## config.mk

```make
export PLATFORM = sky130hd
export DESIGN_NAME = flash_reset_ctl
export DESIGN_NICKNAME = d
export VERILOG_FILES = /design/src/flash_reset_pkg.sv /design/src/flash_reset_ctl.sv /design/src/pin_sync.sv
export VERILOG_INCLUDE_DIRS = /design/src /design/src/src
export SDC_FILE = /design/constraint.sdc
export NUM_CORES = 1
export LEC_CHECK = 0
export ABC_CLOCK_PERIOD_IN_PS = 3750
export CORE_ASPECT_RATIO = 2
export CORE_MARGIN = 10
export CORE_UTILIZATION = 55
export CTS_BUF_LIST = sky130_fd_sc_hd__clkbuf_4
export CTS_CLUSTER_DIAMETER = 40
export DETAILED_ROUTE_END_ITERATION = 16
export DONT_BUFFER_PORTS = 1
export PLACE_DENSITY_LB_ADDON = 0.05
export SLEW_MARGIN = 40
export SYNTH_ARGS = -nofsm -noshare
export SYNTH_HDL_FRONTEND = slang
export SYNTH_SLANG_ARGS = --single-unit
```

## constraint.sdc

```tcl
create_clock -name clk_i -period 3.75 [get_ports clk_i]
set_input_delay 0.1875 -clock clk_i [delete_from_list [all_inputs] [get_ports clk_i]]
set_output_delay 0.1875 -clock clk_i [all_outputs]
set_load 0.05 [all_outputs]
```

## src/flash_reset_params.svh

```systemverilog
// Constants for the flash reset, pause and write-protect control block
`ifndef FLASH_RESET_PARAMS_SVH
`define FLASH_RESET_PARAMS_SVH

// ----------------------------------------------------------------
// Clock and timing
// ----------------------------------------------------------------
`define CLK_PERIOD_NS           8
`define SW_RESET_TIME_US        300
`define SW_RESET_CYCLES         ((`SW_RESET_TIME_US * 1000) / `CLK_PERIOD_NS)
`define PIN_PULSE_MIN_NS        1000
`define PIN_PULSE_MIN_CYCLES    ((`PIN_PULSE_MIN_NS + `CLK_PERIOD_NS - 1) / `CLK_PERIOD_NS)
`define POWERUP_WRITE_DELAY_US  100
`define POWERUP_WRITE_CYCLES    ((`POWERUP_WRITE_DELAY_US * 1000 + `CLK_PERIOD_NS - 1) / `CLK_PERIOD_NS)
`define TIMER_W                 20

// ----------------------------------------------------------------
// Instruction codes
// ----------------------------------------------------------------
`define OP_ENABLE_RESET         8'h66
`define OP_RESET                8'h99
`define OP_WRITE_ENABLE         8'h06
`define OP_WRITE_DISABLE        8'h04
`define OP_WRITE_STATUS         8'h01
`define OP_WRITE_EXT_ADDR       8'hC5
`define OP_PAGE_PROGRAM         8'h02
`define OP_SECTOR_ERASE         8'h20
`define OP_BLOCK_ERASE          8'hD8
`define OP_CHIP_ERASE           8'hC7
`define OP_LOCK_WRITE_A         8'hE3
`define OP_LOCK_WRITE_B         8'hE1
`define OP_RELEASE_DPD          8'hAB

// ----------------------------------------------------------------
// Reset values and field layout
// ----------------------------------------------------------------
`define CS_RESET_PATTERN        4'h5
`define CS_RESET_STEPS          2'h3
`define BP_LOW_FIELD_MSB        2
`define BP_LOW_ALL_ONES         3'h7
`define BP_LOW_ALL_ZERO         3'h0
`define WEL_RESET               1'b0

`endif

```

## src/flash_reset_pkg.sv

```systemverilog
// Types for the flash reset, pause and write-protect control block
package flash_reset_pkg;

	// Control states, Gray coded along wait -> ready -> software reset path
	typedef enum logic [1:0] {
		ST_WAIT_CS  = 2'h0,
		ST_READY    = 2'h1,
		ST_SW_RESET = 2'h3,
		ST_HW_RESET = 2'h2
	} ctl_state_t;

	typedef logic [7:0] opcode_t;
	typedef logic [4:0] block_protect_t;

endpackage

```

## src/flash_reset_ctl.sv

```systemverilog
// Reset, pause, select and write-protect control of a serial flash
`timescale 1ns/100ps
`default_nettype none
`include "flash_reset_params.svh"

module flash_reset_ctl #(
	parameter int SW_RESET_CYCLES      = `SW_RESET_CYCLES,
	parameter int POWERUP_WRITE_CYCLES = `POWERUP_WRITE_CYCLES
) (
	input  wire logic                           clk_i,                        // 125 MHz clock
	input  wire logic                           rst_i,                        // Async reset, high
	input  wire logic                           por_i,                        // Power-on clear, high
	input  wire logic                           cs_n_i,                       // Chip select pin, low
	input  wire logic                           sclk_i,                       // Serial clock pin
	input  wire logic                           si_i,                         // Serial data in pin
	input  wire logic                           shared_pin_i,                 // Pause/reset/IO3 pin
	input  wire logic                           reset_n_i,                    // Dedicated reset pin
	input  wire logic                           quad_io_enable_i,             // Quad enable bit
	input  wire logic                           pin_function_select_i,        // Shared pin role
	input  wire logic                           protection_scheme_select_i,   // Protection scheme
	input  wire logic                           complement_protect_i,         // Complement bit
	input  wire flash_reset_pkg::block_protect_t block_protect_bits_i,        // Block protect bits
	input  wire logic                           bp_area_hit_i,                // Target in BP area
	input  wire logic                           persistent_sector_lock_i,     // Target persistent lock
	input  wire logic                           dynamic_sector_lock_i,        // Target dynamic lock
	input  wire logic                           write_in_progress_i,          // Internal write busy
	input  wire logic                           deep_power_down_i,            // Deep power-down mode
	input  wire logic                           cmd_valid_i,                  // Decoded opcode strobe
	input  wire flash_reset_pkg::opcode_t       cmd_code_i,                   // Decoded opcode
	input  wire logic                           so_drive_req_i,               // Core wants SO driven
	input  wire logic                           io0_drive_req_i,              // Core wants IO0 driven
	output logic                                cmd_accept_o,                 // Opcode accepted
	output logic                                array_write_ok_o,             // Program/erase proceeds
	output logic                                selected_o,                   // Device selected
	output logic                                standby_o,                    // Standby power mode
	output logic                                pause_o,                      // Pause active
	output logic                                sclk_rise_o,                  // Qualified clock rise
	output logic                                si_o,                         // Synchronised data in
	output logic                                so_oe_n_o,                    // SO enable, low drives
	output logic                                io0_oe_n_o,                   // IO0 enable, low drives
	output logic                                dev_reset_o,                  // Internal reset level
	output logic                                abort_o,                      // Abandon pending work
	output logic                                write_enable_latch_o,         // Write enable latch
	output logic                                writes_unlocked_o             // Power-up delay over
);
	import flash_reset_pkg::*;

	// ----------------------------------------------------------------
	// Pin synchronisers
	// ----------------------------------------------------------------
	logic [5:0] pins_s;
	logic       por_s, cs_n_s, sclk_s, si_s, shared_s, reset_n_s;

	pin_sync #(
		.W       (6),
		.RST_VAL (6'h33)
	) u_sync (
		.clk_i (clk_i),
		.rst_i (rst_i),
		.d_i   ({por_i, cs_n_i, sclk_i, si_i, shared_pin_i, reset_n_i}),
		.q_o   (pins_s)
	);

	assign {por_s, cs_n_s, sclk_s, si_s, shared_s, reset_n_s} = pins_s;

	// ----------------------------------------------------------------
	// Registers
	// ----------------------------------------------------------------
	ctl_state_t           state_reg, state_next;
	logic                 cs_n_d_reg, sclk_d_reg, shared_d_reg;
	logic                 sel_reg, sel_next;
	logic                 pause_reg, pause_next;
	logic                 sclk_seen_reg, sclk_seen_next;
	logic                 armed_reg, armed_next;
	logic [1:0]           step_reg, step_next;
	logic                 wel_reg, wel_next;
	logic                 unlocked_reg, unlocked_next;
	logic                 abort_reg, abort_next;
	logic                 si_reg;
	logic [`TIMER_W-1:0]  timer_reg, timer_next;
	logic [`TIMER_W-1:0]  pup_reg, pup_next;
	logic [`TIMER_W-1:0]  rpulse_reg, rpulse_next;

	// ----------------------------------------------------------------
	// Edge and role decode
	// ----------------------------------------------------------------
	wire cs_fall     = cs_n_d_reg & ~cs_n_s;
	wire cs_rise     = ~cs_n_d_reg & cs_n_s;
	wire sclk_edge   = sclk_d_reg ^ sclk_s;
	wire sclk_rise   = ~sclk_d_reg & sclk_s;
	wire shared_fall = shared_d_reg & ~shared_s;
	wire shared_rise = ~shared_d_reg & shared_s;

	wire pause_role  = ~quad_io_enable_i & ~pin_function_select_i;
	wire reset_role  = ~quad_io_enable_i & pin_function_select_i;
	wire pin_low     = ~reset_n_s | (reset_role & ~shared_s);

	wire pause_start = pause_role & ~pause_reg & sel_reg & shared_fall & ~sclk_s;
	wire pause_end   = pause_reg & shared_rise & ~sclk_s;
	wire pause_drop  = pause_reg & cs_rise;

	wire pin_done    = rpulse_reg >= `TIMER_W'(`PIN_PULSE_MIN_CYCLES);
	wire sw_done     = timer_reg >= `TIMER_W'(SW_RESET_CYCLES - 1);
	wire pup_done    = pup_reg >= `TIMER_W'(POWERUP_WRITE_CYCLES);

	// ----------------------------------------------------------------
	// Instruction classification
	// ----------------------------------------------------------------
	wire op_en_rst   = cmd_code_i == `OP_ENABLE_RESET;
	wire op_rst      = cmd_code_i == `OP_RESET;
	wire op_wren     = cmd_code_i == `OP_WRITE_ENABLE;
	wire op_wrdi     = cmd_code_i == `OP_WRITE_DISABLE;
	wire op_wrsr     = (cmd_code_i == `OP_WRITE_STATUS) | (cmd_code_i == `OP_WRITE_EXT_ADDR);
	wire op_lock     = (cmd_code_i == `OP_LOCK_WRITE_A) | (cmd_code_i == `OP_LOCK_WRITE_B);
	wire op_chip     = cmd_code_i == `OP_CHIP_ERASE;
	wire op_prog     = (cmd_code_i == `OP_PAGE_PROGRAM) | (cmd_code_i == `OP_SECTOR_ERASE)
	                 | (cmd_code_i == `OP_BLOCK_ERASE) | op_chip;
	wire op_write    = op_wren | op_wrsr | op_prog;

	// Gate: reset states, power-on clear, pause and deep power-down
	wire ready       = (state_reg == ST_READY) & ~por_s & ~pin_low & sel_reg & ~pause_reg;
	wire dpd_block   = deep_power_down_i & (cmd_code_i != `OP_RELEASE_DPD);
	wire pup_block   = op_write & ~unlocked_reg;
	wire accept      = cmd_valid_i & ready & ~dpd_block & ~pup_block;

	// Array permission by selected protection scheme
	wire [`BP_LOW_FIELD_MSB:0] bp_low = block_protect_bits_i[`BP_LOW_FIELD_MSB:0];
	wire chip_free   = ((bp_low == `BP_LOW_ALL_ZERO) & ~complement_protect_i)
	                 | ((bp_low == `BP_LOW_ALL_ONES) & complement_protect_i);
	wire bp_free     = op_chip ? chip_free : ~bp_area_hit_i;
	wire lock_free   = ~(persistent_sector_lock_i | dynamic_sector_lock_i);
	wire target_free = protection_scheme_select_i ? lock_free : bp_free;

	// ----------------------------------------------------------------
	// Chip-select reset sequence detector
	// ----------------------------------------------------------------
	wire cs_bit_ok   = si_s == step_reg[0];
	wire cs_seq_hit  = cs_rise & cs_bit_ok & (step_reg == `CS_RESET_STEPS)
	                 & (state_reg != ST_HW_RESET);

	always_comb begin
		step_next = step_reg;
		if (sclk_edge) begin
			step_next = 2'h0;
		end else if (cs_rise) begin
			if (!cs_bit_ok) begin
				step_next = {1'b0, ~si_s};
			end else begin
				step_next = step_reg + 2'h1;
			end
		end
	end

	// ----------------------------------------------------------------
	// Control state machine
	// ----------------------------------------------------------------
	wire sw_reset_go = accept & op_rst & armed_reg;

	always_comb begin
		state_next = state_reg;
		timer_next = timer_reg;
		case (state_reg)
			ST_WAIT_CS: begin
				if (cs_fall) begin
					state_next = ST_READY;
				end
			end
			ST_READY: begin
				if (sw_reset_go || cs_seq_hit) begin
					state_next = ST_SW_RESET;
					timer_next = '0;
				end
			end
			ST_SW_RESET: begin
				timer_next = timer_reg + `TIMER_W'(1);
				if (sw_done) begin
					state_next = ST_READY;
				end
			end
			ST_HW_RESET: begin
				if (!pin_low) begin
					state_next = ST_READY;
				end
			end
			default: begin
				state_next = ST_WAIT_CS;
			end
		endcase
		if (pin_low && pin_done) begin
			state_next = ST_HW_RESET;
		end
		if (por_s) begin
			state_next = ST_WAIT_CS;
			timer_next = '0;
		end
	end

	// ----------------------------------------------------------------
	// Select, pause, clock tracking and latches
	// ----------------------------------------------------------------
	wire any_reset = por_s | (state_next == ST_SW_RESET) | (state_next == ST_HW_RESET);

	always_comb begin
		sel_next       = sel_reg;
		pause_next     = pause_reg;
		sclk_seen_next = sclk_seen_reg;
		armed_next     = armed_reg;
		wel_next       = wel_reg;
		abort_next     = pause_drop | (pin_low & pin_done & (state_reg != ST_HW_RESET));
		if (cs_n_s) begin
			sel_next = 1'b0;
		end else if (cs_fall && state_next == ST_READY) begin
			sel_next = 1'b1;
		end
		if (pause_start) begin
			pause_next = 1'b1;
		end else if (pause_end || pause_drop || !pause_role) begin
			pause_next = 1'b0;
		end
		if (cs_fall) begin
			sclk_seen_next = 1'b0;
		end else if (sclk_edge && sel_reg && !pause_reg) begin
			sclk_seen_next = 1'b1;
		end
		if (accept) begin
			armed_next = op_en_rst;
			if (op_wren) begin
				wel_next = 1'b1;
			end else if (op_wrdi || op_wrsr || op_prog || (op_lock && protection_scheme_select_i)) begin
				wel_next = 1'b0;
			end
		end
		if (any_reset || pause_drop) begin
			armed_next = 1'b0;
		end
		if (any_reset) begin
			wel_next = `WEL_RESET;
			sel_next = 1'b0;
			pause_next = 1'b0;
		end
	end

	// Power-up write delay and reset pulse width
	always_comb begin
		pup_next    = pup_reg;
		rpulse_next = '0;
		unlocked_next = unlocked_reg | pup_done;
		if (por_s) begin
			pup_next      = '0;
			unlocked_next = 1'b0;
		end else if (!pup_done) begin
			pup_next = pup_reg + `TIMER_W'(1);
		end
		if (pin_low) begin
			rpulse_next = pin_done ? rpulse_reg : rpulse_reg + `TIMER_W'(1);
		end
	end

	// ----------------------------------------------------------------
	// State registers
	// ----------------------------------------------------------------
	always_ff @(posedge clk_i or posedge rst_i) begin
		if (rst_i) begin
			state_reg     <= ST_WAIT_CS;
			timer_reg     <= '0;
			pup_reg       <= '0;
			rpulse_reg    <= '0;
			step_reg      <= 2'h0;
			sel_reg       <= 1'b0;
			pause_reg     <= 1'b0;
			sclk_seen_reg <= 1'b0;
			armed_reg     <= 1'b0;
			wel_reg       <= `WEL_RESET;
			unlocked_reg  <= 1'b0;
			abort_reg     <= 1'b0;
		end else begin
			state_reg     <= state_next;
			timer_reg     <= timer_next;
			pup_reg       <= pup_next;
			rpulse_reg    <= rpulse_next;
			step_reg      <= step_next;
			sel_reg       <= sel_next;
			pause_reg     <= pause_next;
			sclk_seen_reg <= sclk_seen_next;
			armed_reg     <= armed_next;
			wel_reg       <= wel_next;
			unlocked_reg  <= unlocked_next;
			abort_reg     <= abort_next;
		end
	end

	// Edge history and held data input
	always_ff @(posedge clk_i or posedge rst_i) begin
		if (rst_i) begin
			cs_n_d_reg   <= 1'b1;
			sclk_d_reg   <= 1'b0;
			shared_d_reg <= 1'b1;
			si_reg       <= 1'b0;
		end else begin
			cs_n_d_reg   <= cs_n_s;
			sclk_d_reg   <= sclk_s;
			shared_d_reg <= shared_s;
			if (!pause_reg) begin
				si_reg <= si_s;
			end
		end
	end

	// ----------------------------------------------------------------
	// Outputs
	// ----------------------------------------------------------------
	assign cmd_accept_o         = accept;
	assign array_write_ok_o     = accept & op_prog & wel_reg & target_free;
	assign selected_o           = sel_reg;
	assign standby_o            = ~sel_reg & ~write_in_progress_i;
	assign pause_o              = pause_reg;
	assign sclk_rise_o          = sclk_rise & sel_reg & ~pause_reg;
	assign si_o                 = si_reg;
	assign so_oe_n_o            = ~(so_drive_req_i & sel_reg & ~pause_reg & sclk_seen_reg);
	assign io0_oe_n_o           = ~(io0_drive_req_i & sel_reg & ~pause_reg & sclk_seen_reg);
	assign dev_reset_o          = por_s | (state_reg == ST_SW_RESET) | (state_reg == ST_HW_RESET);
	assign abort_o              = abort_reg;
	assign write_enable_latch_o = wel_reg;
	assign writes_unlocked_o    = unlocked_reg;

endmodule

`default_nettype wire

```

## src/pin_sync.sv

```systemverilog
// Two-stage synchroniser for asynchronous pin inputs
`timescale 1ns/100ps
`default_nettype none

module pin_sync #(
	parameter int                 W       = 1,
	parameter logic [W-1:0]       RST_VAL = '0
) (
	input  wire logic             clk_i,    // Sampling clock
	input  wire logic             rst_i,    // Async reset, high
	input  wire logic [W-1:0]     d_i,      // Asynchronous inputs
	output logic      [W-1:0]     q_o       // Synchronised outputs
);

	logic [W-1:0] meta_reg;

	always_ff @(posedge clk_i or posedge rst_i) begin
		if (rst_i) begin
			meta_reg <= RST_VAL;
			q_o      <= RST_VAL;
		end else begin
			meta_reg <= d_i;
			q_o      <= meta_reg;
		end
	end

endmodule

`default_nettype wire

```

==> out/results.ini, run 1 <==
[floorplan]
core_mm2=0.00766
die_w_um=83.0
die_y_um=146
die_area_mm2=0.0121
fp-row-count=45
floorplan.initialDensity=0.570
num_io_pins=46

[hold_path]
worstHoldPathType=in -> reg

[synthesis]
netlist.area_leader.share=0.442
synth_compound_area_frac=0.116
syn_nets=493
muxShareOfSynthArea=0.00688
synth_cell_type_count=56
netlist_instances=450
async_flop_share=1.00
yosysMostFrequentCell=dfrtp_1
yosys_warnings=0
synth_ff_type=dfrtp_1
ys_ff_latch=87
synthTopCellsByCount=dfrtp_1, nor2_1, nand2_1
ys_top_cells_by_area=dfrtp_1, dfstp_2, nor2_1
syn_area_per_cell_um2=9.70
synth_top_cell_by_area=dfrtp_1
yosysSeqAreaShare=0.502
synth_top_family_by_area=simple AND/OR/NAND/NOR gates
netlist_area_mm2=0.00436
synthSimpleGateAreaFrac=0.258
synth_edf_count=0
synth_xor_area_frac=0.0562
synthAdderAreaFrac=0.0287

[sta]
finalCriticalPeriod_ns=3.21
setup_viol=0
fin_skew_ns=0.0185
rsz0062_at_grt=no
slew_headroom=0.527
hold_viol_final=0
fmax_ghz=0.311
slew_viol_final=0
fin_crit_sh=0.856
tightest_slew_ns=0.710
tns_ns=0

[global_routing]
grt_pass1_vias=3329
antenna_found_initial=2
grt_usage=0.152
grt_overflow_total=0
grt_start_max_net_pins=48
grt_pass1_wl_mm=15.6

[setup_path]
cp_slowest_stage_delay_ns=0.74
crit_arrival_ns=3.58
critPathRequiredTime_ns=4.12
ff2ff_setup_slack_ns=0.54
r2r_end=armed_reg$_DFFE_PP0P_
cp_num_buf_inv=1
cp.depth=7
cp-start-kind=register
r2r_start=selected_o$_DFFE_PP0P_
r2r_cells=7
critical-path-top-delay-family=simple AND/OR/NAND/NOR gates
path_class=reg -> reg
cp_max_fo=6
end_kind=register
cp_cell_sequence=nor2b_1 > nand4_1 > nor2_1 > o311ai_1 > or3_1 > dlygate4sd3_1 > a221oi_2
slowest_stage=dfrtp_1
startpoint=selected_o$_DFFE_PP0P_
endpoint=armed_reg$_DFFE_PP0P_

[clock_network]
cts_buffers=9
cts_tree=built
cts_sinks=87
cts_root_buffer=clkbuf_4
clk_latency_ns=0.45
cts_setup_buffers=0
cts_buffer_depth=2
cts.htree.levels=3
clk_pin_slew_worst_paths_ns=0.15

[route]
vias=3299
route.detailed.drc=0
drt_wl_total_mm=9.18
drt-wirelength-per-cell_um=16.4
viasPerCell=5.88
antenna_left=0
drtIter0Drc=178
drt_first_pass_iters=4

[cells_and_area]
finalNonFillerCells=561
drive_gt1_frac=0.108
syn_to_final_growth_pct=8.23
fillers=716
regArea_mm2=0.00219
fin_nets=503
multiInputGateArea_mm2=0.00205

[place]
io_buffers=0
gp_congestion=0.839
placed_cells=532
hpwl_mm=6.54

[power_and_ir_drop]
ir_worst_vdd_v=0.000331
leakagePower_nw=2.01
p_per_area_mw_per_mm2=347

[run]
cap_violations=0

[run_status]
outcome=complete, no violations

cell type report:
type                    instances  share of cell area
diodes                          2             0.00106
clock buffers                   9              0.0143
multi-input cells             328               0.433
inverters                      18              0.0146
repair buffers                 16              0.0313
clock inverters                 7              0.0170
well taps                      94              0.0249
flip-flops and latches         87               0.464
where the power goes:
| group | total [mW] | switching, mW | internal [mW] |
|---|---|---|---|
| Combinational | 0.101 | 0.0637 | 0.0370 |
| Clock | 0.552 | 0.342 | 0.210 |
| Sequential | 0.988 | 0.0264 | 0.962 |
repair_timing:
item | 4_1_cts | 5_1_grt
endpoints found under the hold margin | 40 | 0
endpoints found under the setup margin | 0 | 0
resized for setup | 0 | 0
hold buffers | 11 | 0
worst register-to-register path, delay by kind of cell (launching register included):
kind	cells	cell delay, ns
and+or+nand+nor	4	1.33
DFF	1	0.74
buffers and inverters	1	0.58
AOI/OAI and AO/OA	2	0.48
worst min-delay path by stage:
stage,start,end,slack [ns],cells after the start
final,cmd_code_i[0],timer_reg[19]$_DFFE_PP0P_,0.04,3
after global routing,cmd_code_i[0],timer_reg[19]$_DFFE_PP0P_,0.03,3
after CTS,cmd_code_i[0],timer_reg[17]$_DFFE_PP0P_,0.006,3
after detailed placement,rst_i,rpulse_reg[15]$_DFFE_PP0P_,0.19,1
after global placement,rst_i,rpulse_reg[15]$_DFFE_PP0P_,0.18,1
after floorplan,reset_n_i,u_sync.meta_reg[0]$_DFF_PP1_,0.19,0
metal layers:
layer | share of wire | wire, um | track usage
met4 | 0.025 | 226 | 0.0728
met5 | 0 | 0 | 0
met3 | 0.038 | 347 | 0.0398
met1 | 0.40 | 3630 | 0.164
met2 | 0.54 | 4970 | 0.264
per-stage QoR:
| stage | total power [mW] | area, um2 | setup WS [ns] | util | hold WS (ns) |
|---|---|---|---|---|---|
| 6_report | 1.64 | 4720 | 0.538 | 0.617 | 0.0405 |
| 5_1_grt | 1.72 | 4720 | 0.389 | 0.616 | 0.0256 |
| 4_1_cts | 1.66 | 4720 | 0.557 | 0.616 | 0.00640 |
| 3_5_place_dp | 1.10 | 4460 | 1.13 | 0.582 | 0.190 |
| 3_3_place_gp | 1.10 | 4450 | 1.21 | 0.582 | 0.179 |
| 2_1_floorplan | 1.08 | 4360 | 0.953 | - | 0.192 |
kinds of logic (layout without fill, tap and decap cells):
group / after synthesis / in the layout
simple gates: 210 / 210
flops: 87 / 87
compound gates: 77 / 77
buf+inv: 35 / 50
xor+xnor: 28 / 28
fa+ha+maj: 10 / 10
mux: 3 / 3
other cells: 0 / 2
cells in the final DEF (no fill, tap or decap), types with 13 or more instances in the layout:
cell type  netlist  routed
dfrtp_1         77      77
nor2_1          57      56
nand2_1         26      26
o21ai_0         21      21
and2_1          18      18
inv_1           18      17
a21oi_1         18      17
xor2_1          16      16
nor3_1          16      15
nor4_1          13      13
nand3_1         13      13
Power figures use the tool's default switching activity.
==> run 2, diff against run 1 <==
--- a/config.mk
+++ b/config.mk
@@ -6,6 +6,7 @@
 export SDC_FILE = /design/constraint.sdc
 export NUM_CORES = 1
 export LEC_CHECK = 0
+export ABC_AREA = 1
 export ABC_CLOCK_PERIOD_IN_PS = 3750
 export CORE_ASPECT_RATIO = 2
 export CORE_MARGIN = 10
==> run 2 against run 1 <==
  * Clock skew shrank 0.0044 ns
  * Final cell count up 28%
  * Cell area is 5.1% higher
  * Synthesized area up 6.3%
  * Global-route usage rose by 1.5 points
  * Die area up 5.1%
  * Via count up 18%
  * Maximum frequency up 23%
  * Sequential power fell by 0.8%
  * Highest routed layer unchanged
  * Combinational power increased by 6%
  * Power decreased by 1.3%
==> out/results.ini, run 2 <==
[route]
route.detailed.drc=0
vias=3898
drtIter0Drc=238
antenna_left=0
viasPerCell=5.42
drt_first_pass_iters=4
drt_wl_total_mm=10.1
drt-wirelength-per-cell_um=14.0

[cells_and_area]
fin_nets=658
final_common_cell=nand2_1
finalNonFillerCells=719
drive_gt1_frac=0.100
syn_to_final_growth_pct=7.04
layout_common_cells=nand2_1, inv_1, nor2_1, dfrtp_1, nand3_1

[clock_network]
cts_setup_buffers=0
cts_buffers=9
cts_sinks=87
cts_tree=built
cts_buffer_depth=2
cts_root_buffer=clkbuf_4
clk_latency_ns=0.44
cts.htree.levels=3
clk_pin_slew_worst_paths_ns=0.13

[place]
io_buffers=0
post-place-ws_ns=1.48
gp_congestion=0.940
hpwl_mm=7.60
placed_cells=692

[synthesis]
yosys_warnings=0
netlist_area_mm2=0.00464
yosysSeqAreaShare=0.472
ys_ff_latch=87
synth_cell_type_count=40
yosysMostFrequentCell=nand2_1
synth_ff_type=dfrtp_1
syn_area_per_cell_um2=7.69
netlist_instances=603
synth_edf_count=0
async_flop_share=1.00
syn_nets=646
synth_top_cell_by_area=dfrtp_1
synthTopCellsByCount=nand2_1, inv_1, nor2_1
ys_top_cells_by_area=dfrtp_1, nand2_1, inv_1
netlist.area_leader.share=0.415

[global_routing]
grt_start_max_net_pins=57
grt_usage=0.166
antenna_found_initial=1
use_met2=0.290
grt_pass1_vias=3868
grt_pass1_wl_mm=17.5
use_met1=0.177
grt_use_met3=0.0430
grt-busiest-layer=met2
grt_overflow_total=0

[power_and_ir_drop]
p_per_area_mw_per_mm2=326
leakagePower_nw=2.41
finalPower_mw=1.62
ir_worst_vdd_v=0.000244

[floorplan]
die_w_um=84.9
core_mm2=0.00823
die_y_um=150
fp-row-count=47
floorplan.initialDensity=0.563
die_area_mm2=0.0127
num_io_pins=46

[setup_path]
path_class=reg -> out
end_kind=primary output
crit_arrival_ns=2.42
cp_max_fo=4
cp-start-kind=register
critPathRequiredTime_ns=3.56
r2r_cells=11

[sta]
fmax_ghz=0.384
finalCriticalPeriod_ns=2.61
slew_viol_final=0
tns_ns=0
slew_headroom=0.536
fin_skew_ns=0.0141
fin_crit_sh=0.695
whs_ns=0.0923
hold_viol_final=0
tightest_slew_ns=0.696
setup_slack_ns=1.14
rsz0062_at_grt=no
setup_viol=0

[run]
cap_violations=0

[hold_path]
worstHoldPathType=in -> reg
min_path_cells=4

[run_status]
outcome=complete, no violations

run 2: final cells by class:
cell class / count / area [um2]
fill: 784 / 3270
sequential: 87 / 2190
multi-input combinational: 409 / 2030
tap: 98 / 123
clock buffer: 9 / 67.6
timing repair buffer: 13 / 123
clock inverter: 7 / 72.6
inverter: 95 / 362
antenna: 1 / 2.50
run 2: cell families (layout without fill, tap and decap cells):
logic type / Yosys count / count (layout) / share of synthesized area
xor+xnor: 6 / 6 / 0.0113
other cells: 0 / 1 / 0
buf+inv: 107 / 124 / 0.0923
compound gates: 50 / 50 / 0.0637
simple gates: 343 / 343 / 0.334
fa+ha+maj: 10 / 10 / 0.0270
flops: 87 / 87 / 0.472
run 2: metal layers:
layer | share of wire | wire length (um) | vias up
met5 | 0 | 0 | -
met4 | 0.029 | 292 | 0
met3 | 0.056 | 563 | 22
met2 | 0.52 | 5240 | 100
met1 | 0.39 | 3960 | 1813
li1 | - | - | 1963
run 2: critical path: stages, from the launching register on:
cell and delay [ns]:
dfrtp_1 0.73, inv_1 0.20, nor2_1 0.26, nand4_1 0.11, nor2_1 0.10, nand2_1 0.06, clkinv_1 0.06, nand2_1 0.11
nor2_1 0.13, buf_4 0.21
run 2: path summary, 6_finish.rpt:
path	from	end	slack, ns
setup / recovery	selected_o$_DFFE_PP0P_	array_write_ok_o	1.14
hold / removal	cmd_code_i[6]	armed_reg$_DFFE_PP0P_	0.09
setup reg to reg	selected_o$_DFFE_PP0P_	timer_reg[19]$_DFFE_PP0P_	1.49
hold reg to reg	u_sync.meta_reg[5]$_DFF_PP1_	u_sync.q_o[5]$_DFF_PP1_	0.36
max in group asynchronous	rst_i	cs_n_d_reg$_DFF_PP1_	2.67
min in group asynchronous	rst_i	rpulse_reg[17]$_DFFE_PP0P_	0.23
run 2: repair_timing:
item / 4_1_cts / 5_1_grt
resized for setup: 0 / 0
hold buffers: 10 / 0
hold endpoints to repair: 63 / 0
endpoints found under the setup margin: 0 / 0
run 2: through the flow:
stage	area [um2]	util
floorplan	4640	-
global placement	4710	0.572
detailed placement	4720	0.574
CTS	4960	0.603
global route	4960	0.603
finish	4960	0.603
run 2: power breakdown:
group / total [mW] / switching [mW] / internal (mW)
Combinational: 0.107 / 0.0759 / 0.0312
Sequential: 0.980 / 0.0192 / 0.961
Clock: 0.531 / 0.327 / 0.204
==> run 3, diff against run 2 <==
--- a/config.mk
+++ b/config.mk
@@ -7,7 +7,7 @@
 export NUM_CORES = 1
 export LEC_CHECK = 0
 export ABC_AREA = 1
-export ABC_CLOCK_PERIOD_IN_PS = 3750
+export ABC_CLOCK_PERIOD_IN_PS = 2300
 export CORE_ASPECT_RATIO = 2
 export CORE_MARGIN = 10
 export CORE_UTILIZATION = 55
==> constraint.sdc (replaced) <==
create_clock -name clk_i -period 2.3 [get_ports clk_i]
set_input_delay 0.115 -clock clk_i [delete_from_list [all_inputs] [get_ports clk_i]]
set_output_delay 0.115 -clock clk_i [all_outputs]
set_load 0.05 [all_outputs]
==> run 3 against run 2 <==
  * Register-to-register slack worse by 1.1 ns
  * Clock power increased by 63%
  * Sequential power is 63% higher
  * Hold slack lost 0.051 ns
==> out/results.ini, run 3 (synthesis gave the netlist of run 2 again) <==
[run_status]
outcome=complete, no violations

[power_and_ir_drop]
p_switching_mw=0.691
p_per_area_mw_per_mm2=526
p_clk_frac=0.327
p_seq_frac=0.603
ir_worst_vdd_v=0.000385
leakagePower_nw=2.47
p_comb_frac=0.070
switching_share=0.261
power.internal_mw=1.96

[sta]
hold_viol_final=0
fin_skew_ns=0.0225
fin_crit_sh=0.912
setup_slack_ns=0.201
whs_ns=0.0415
tns_ns=0
tightest_slew_ns=0.697
setup_viol=0
rsz0062_at_grt=no
slew_viol_final=0
fmax_ghz=0.477
finalCriticalPeriod_ns=2.10
slew_headroom=0.535

[setup_path]
cp_max_fo=4
crit_top_cell=nand2_1
crit_arrival_ns=1.98
path_class=reg -> out
r2r_start=rpulse_reg[0]$_DFFE_PP0P_
cp-start-kind=register
cp_cell_sequence=inv_1 > nand2_1 > nand2_1 > nor2_1 > nand2_1 > clkinv_1 > nand2_1 > nor2_1 > buf_4
cp_slowest_stage_delay_ns=0.59
critPathRequiredTime_ns=2.18
r2r_end=write_enable_latch_o$_DFFE_PP0P_
end_kind=primary output
r2r_cells=10
slowest_stage=dfstp_2
ff2ff_setup_slack_ns=0.37

[route]
viasPerCell=5.36
drt_first_pass_iters=4
drt-wirelength-per-cell_um=13.9
drt_wl_total_mm=10.1
drtIter0Drc=151
vias=3899
antenna_left=0
route.detailed.drc=0

[place]
hpwl_mm=7.53
io_buffers=0
post-place-ws_ns=0.400
gp_congestion=0.933

[global_routing]
grt_usage=0.163
grt-busiest-layer=met2
use_met1=0.171
use_met2=0.292
grt_overflow_total=0
grt_pass1_vias=3845
grt_use_met3=0.0441
grt_start_max_net_pins=48
grt_pass1_wl_mm=17.2
antenna_found_initial=1

[cells_and_area]
syn_to_final_growth_pct=8.66
fillers=780
multiInputGateArea_mm2=0.00202
layout_common_cells=nand2_1, inv_1, nor2_1, dfrtp_1, nand3_1
regArea_mm2=0.00219
final_common_cell=nand2_1
fin_nets=667
drive_gt1_frac=0.108

[floorplan]
fp-row-count=47
die_area_mm2=0.0127
core_mm2=0.00823
floorplan.initialDensity=0.563
num_io_pins=46
die_y_um=150
die_w_um=84.9

[clock_network]
cts_buffer_depth=2
cts_tree=built
cts_sinks=87
cts_resized=0
cts_setup_buffers=0
clk_latency_ns=0.45
cts_hold_buf=11
cts.htree.levels=3
clk_pin_slew_worst_paths_ns=0.14
cts_buffers=9
cts_root_buffer=clkbuf_4

[hold_path]
worstHoldPathType=in -> reg
min_from=cmd_code_i[2]
holdPathEnd=write_enable_latch_o$_DFFE_PP0P_
min_path_cells=6

[run]
cap_violations=0

## run 3: metrics by stage
stage | utilization | area (um2) | total power, mW | instances
finish | 0.612 | 5040 | 2.65 | 728
floorplan | - | 4640 | 1.75 | 603
CTS | 0.612 | 5040 | 2.69 | 727
detailed placement | 0.582 | 4790 | 1.80 | 700
global placement | 0.582 | 4790 | 1.79 | 700
global route | 0.612 | 5040 | 2.77 | 728
## run 3: worst max path at each step
stage               cells after the start                       from                      to  slack (ns)
floorplan                               8     selected_o$_DFFE_PP0P_        array_write_ok_o        0.18
global placement                       10  rpulse_reg[0]$_DFFE_PP0P_   armed_reg$_DFFE_PP0P_        0.49
detailed placement                     10  rpulse_reg[0]$_DFFE_PP0P_  selected_o$_DFFE_PP0P_        0.40
CTS                                     9    u_sync.q_o[1]$_DFF_PP1_        array_write_ok_o        0.16
global route                            9    u_sync.q_o[1]$_DFF_PP1_        array_write_ok_o       0.008
finish                                  9    u_sync.q_o[1]$_DFF_PP1_        array_write_ok_o        0.20
## run 3: routing by layer
layer / up-vias / wire length, um
met5: - / 0
met4: 0 / 224
met3: 15 / 472
met2: 65 / 5270
met1: 1844 / 4120
li1: 1975 / -
## run 3: power by group through the flow
stage                     Combinational (mW)  Clock [mW]  Sequential [mW]
after floorplan                        0.130           0             1.62
after global placement                 0.166           0             1.62
after detailed placement               0.176           0             1.63
after CTS                              0.189       0.902             1.60
after global routing                   0.211       0.961             1.60
final                                  0.186       0.867             1.60
## run 3: critical path: cells and delay by family (launching register included)
kind,cells,cell delay (ns)
buffers and inverters,3,0.31
flip-flops,1,0.59
AND/OR/NAND/NOR,6,0.62
## run 3: cell type report
type,instances,share of cell area
inverter,95,0.0715
sequential,87,0.434
tap,98,0.0243
clock buffer,9,0.0134
timing repair buffer,22,0.0407
antenna,1,0.000497
multi-input combinational,409,0.401
clock inverter,7,0.0142
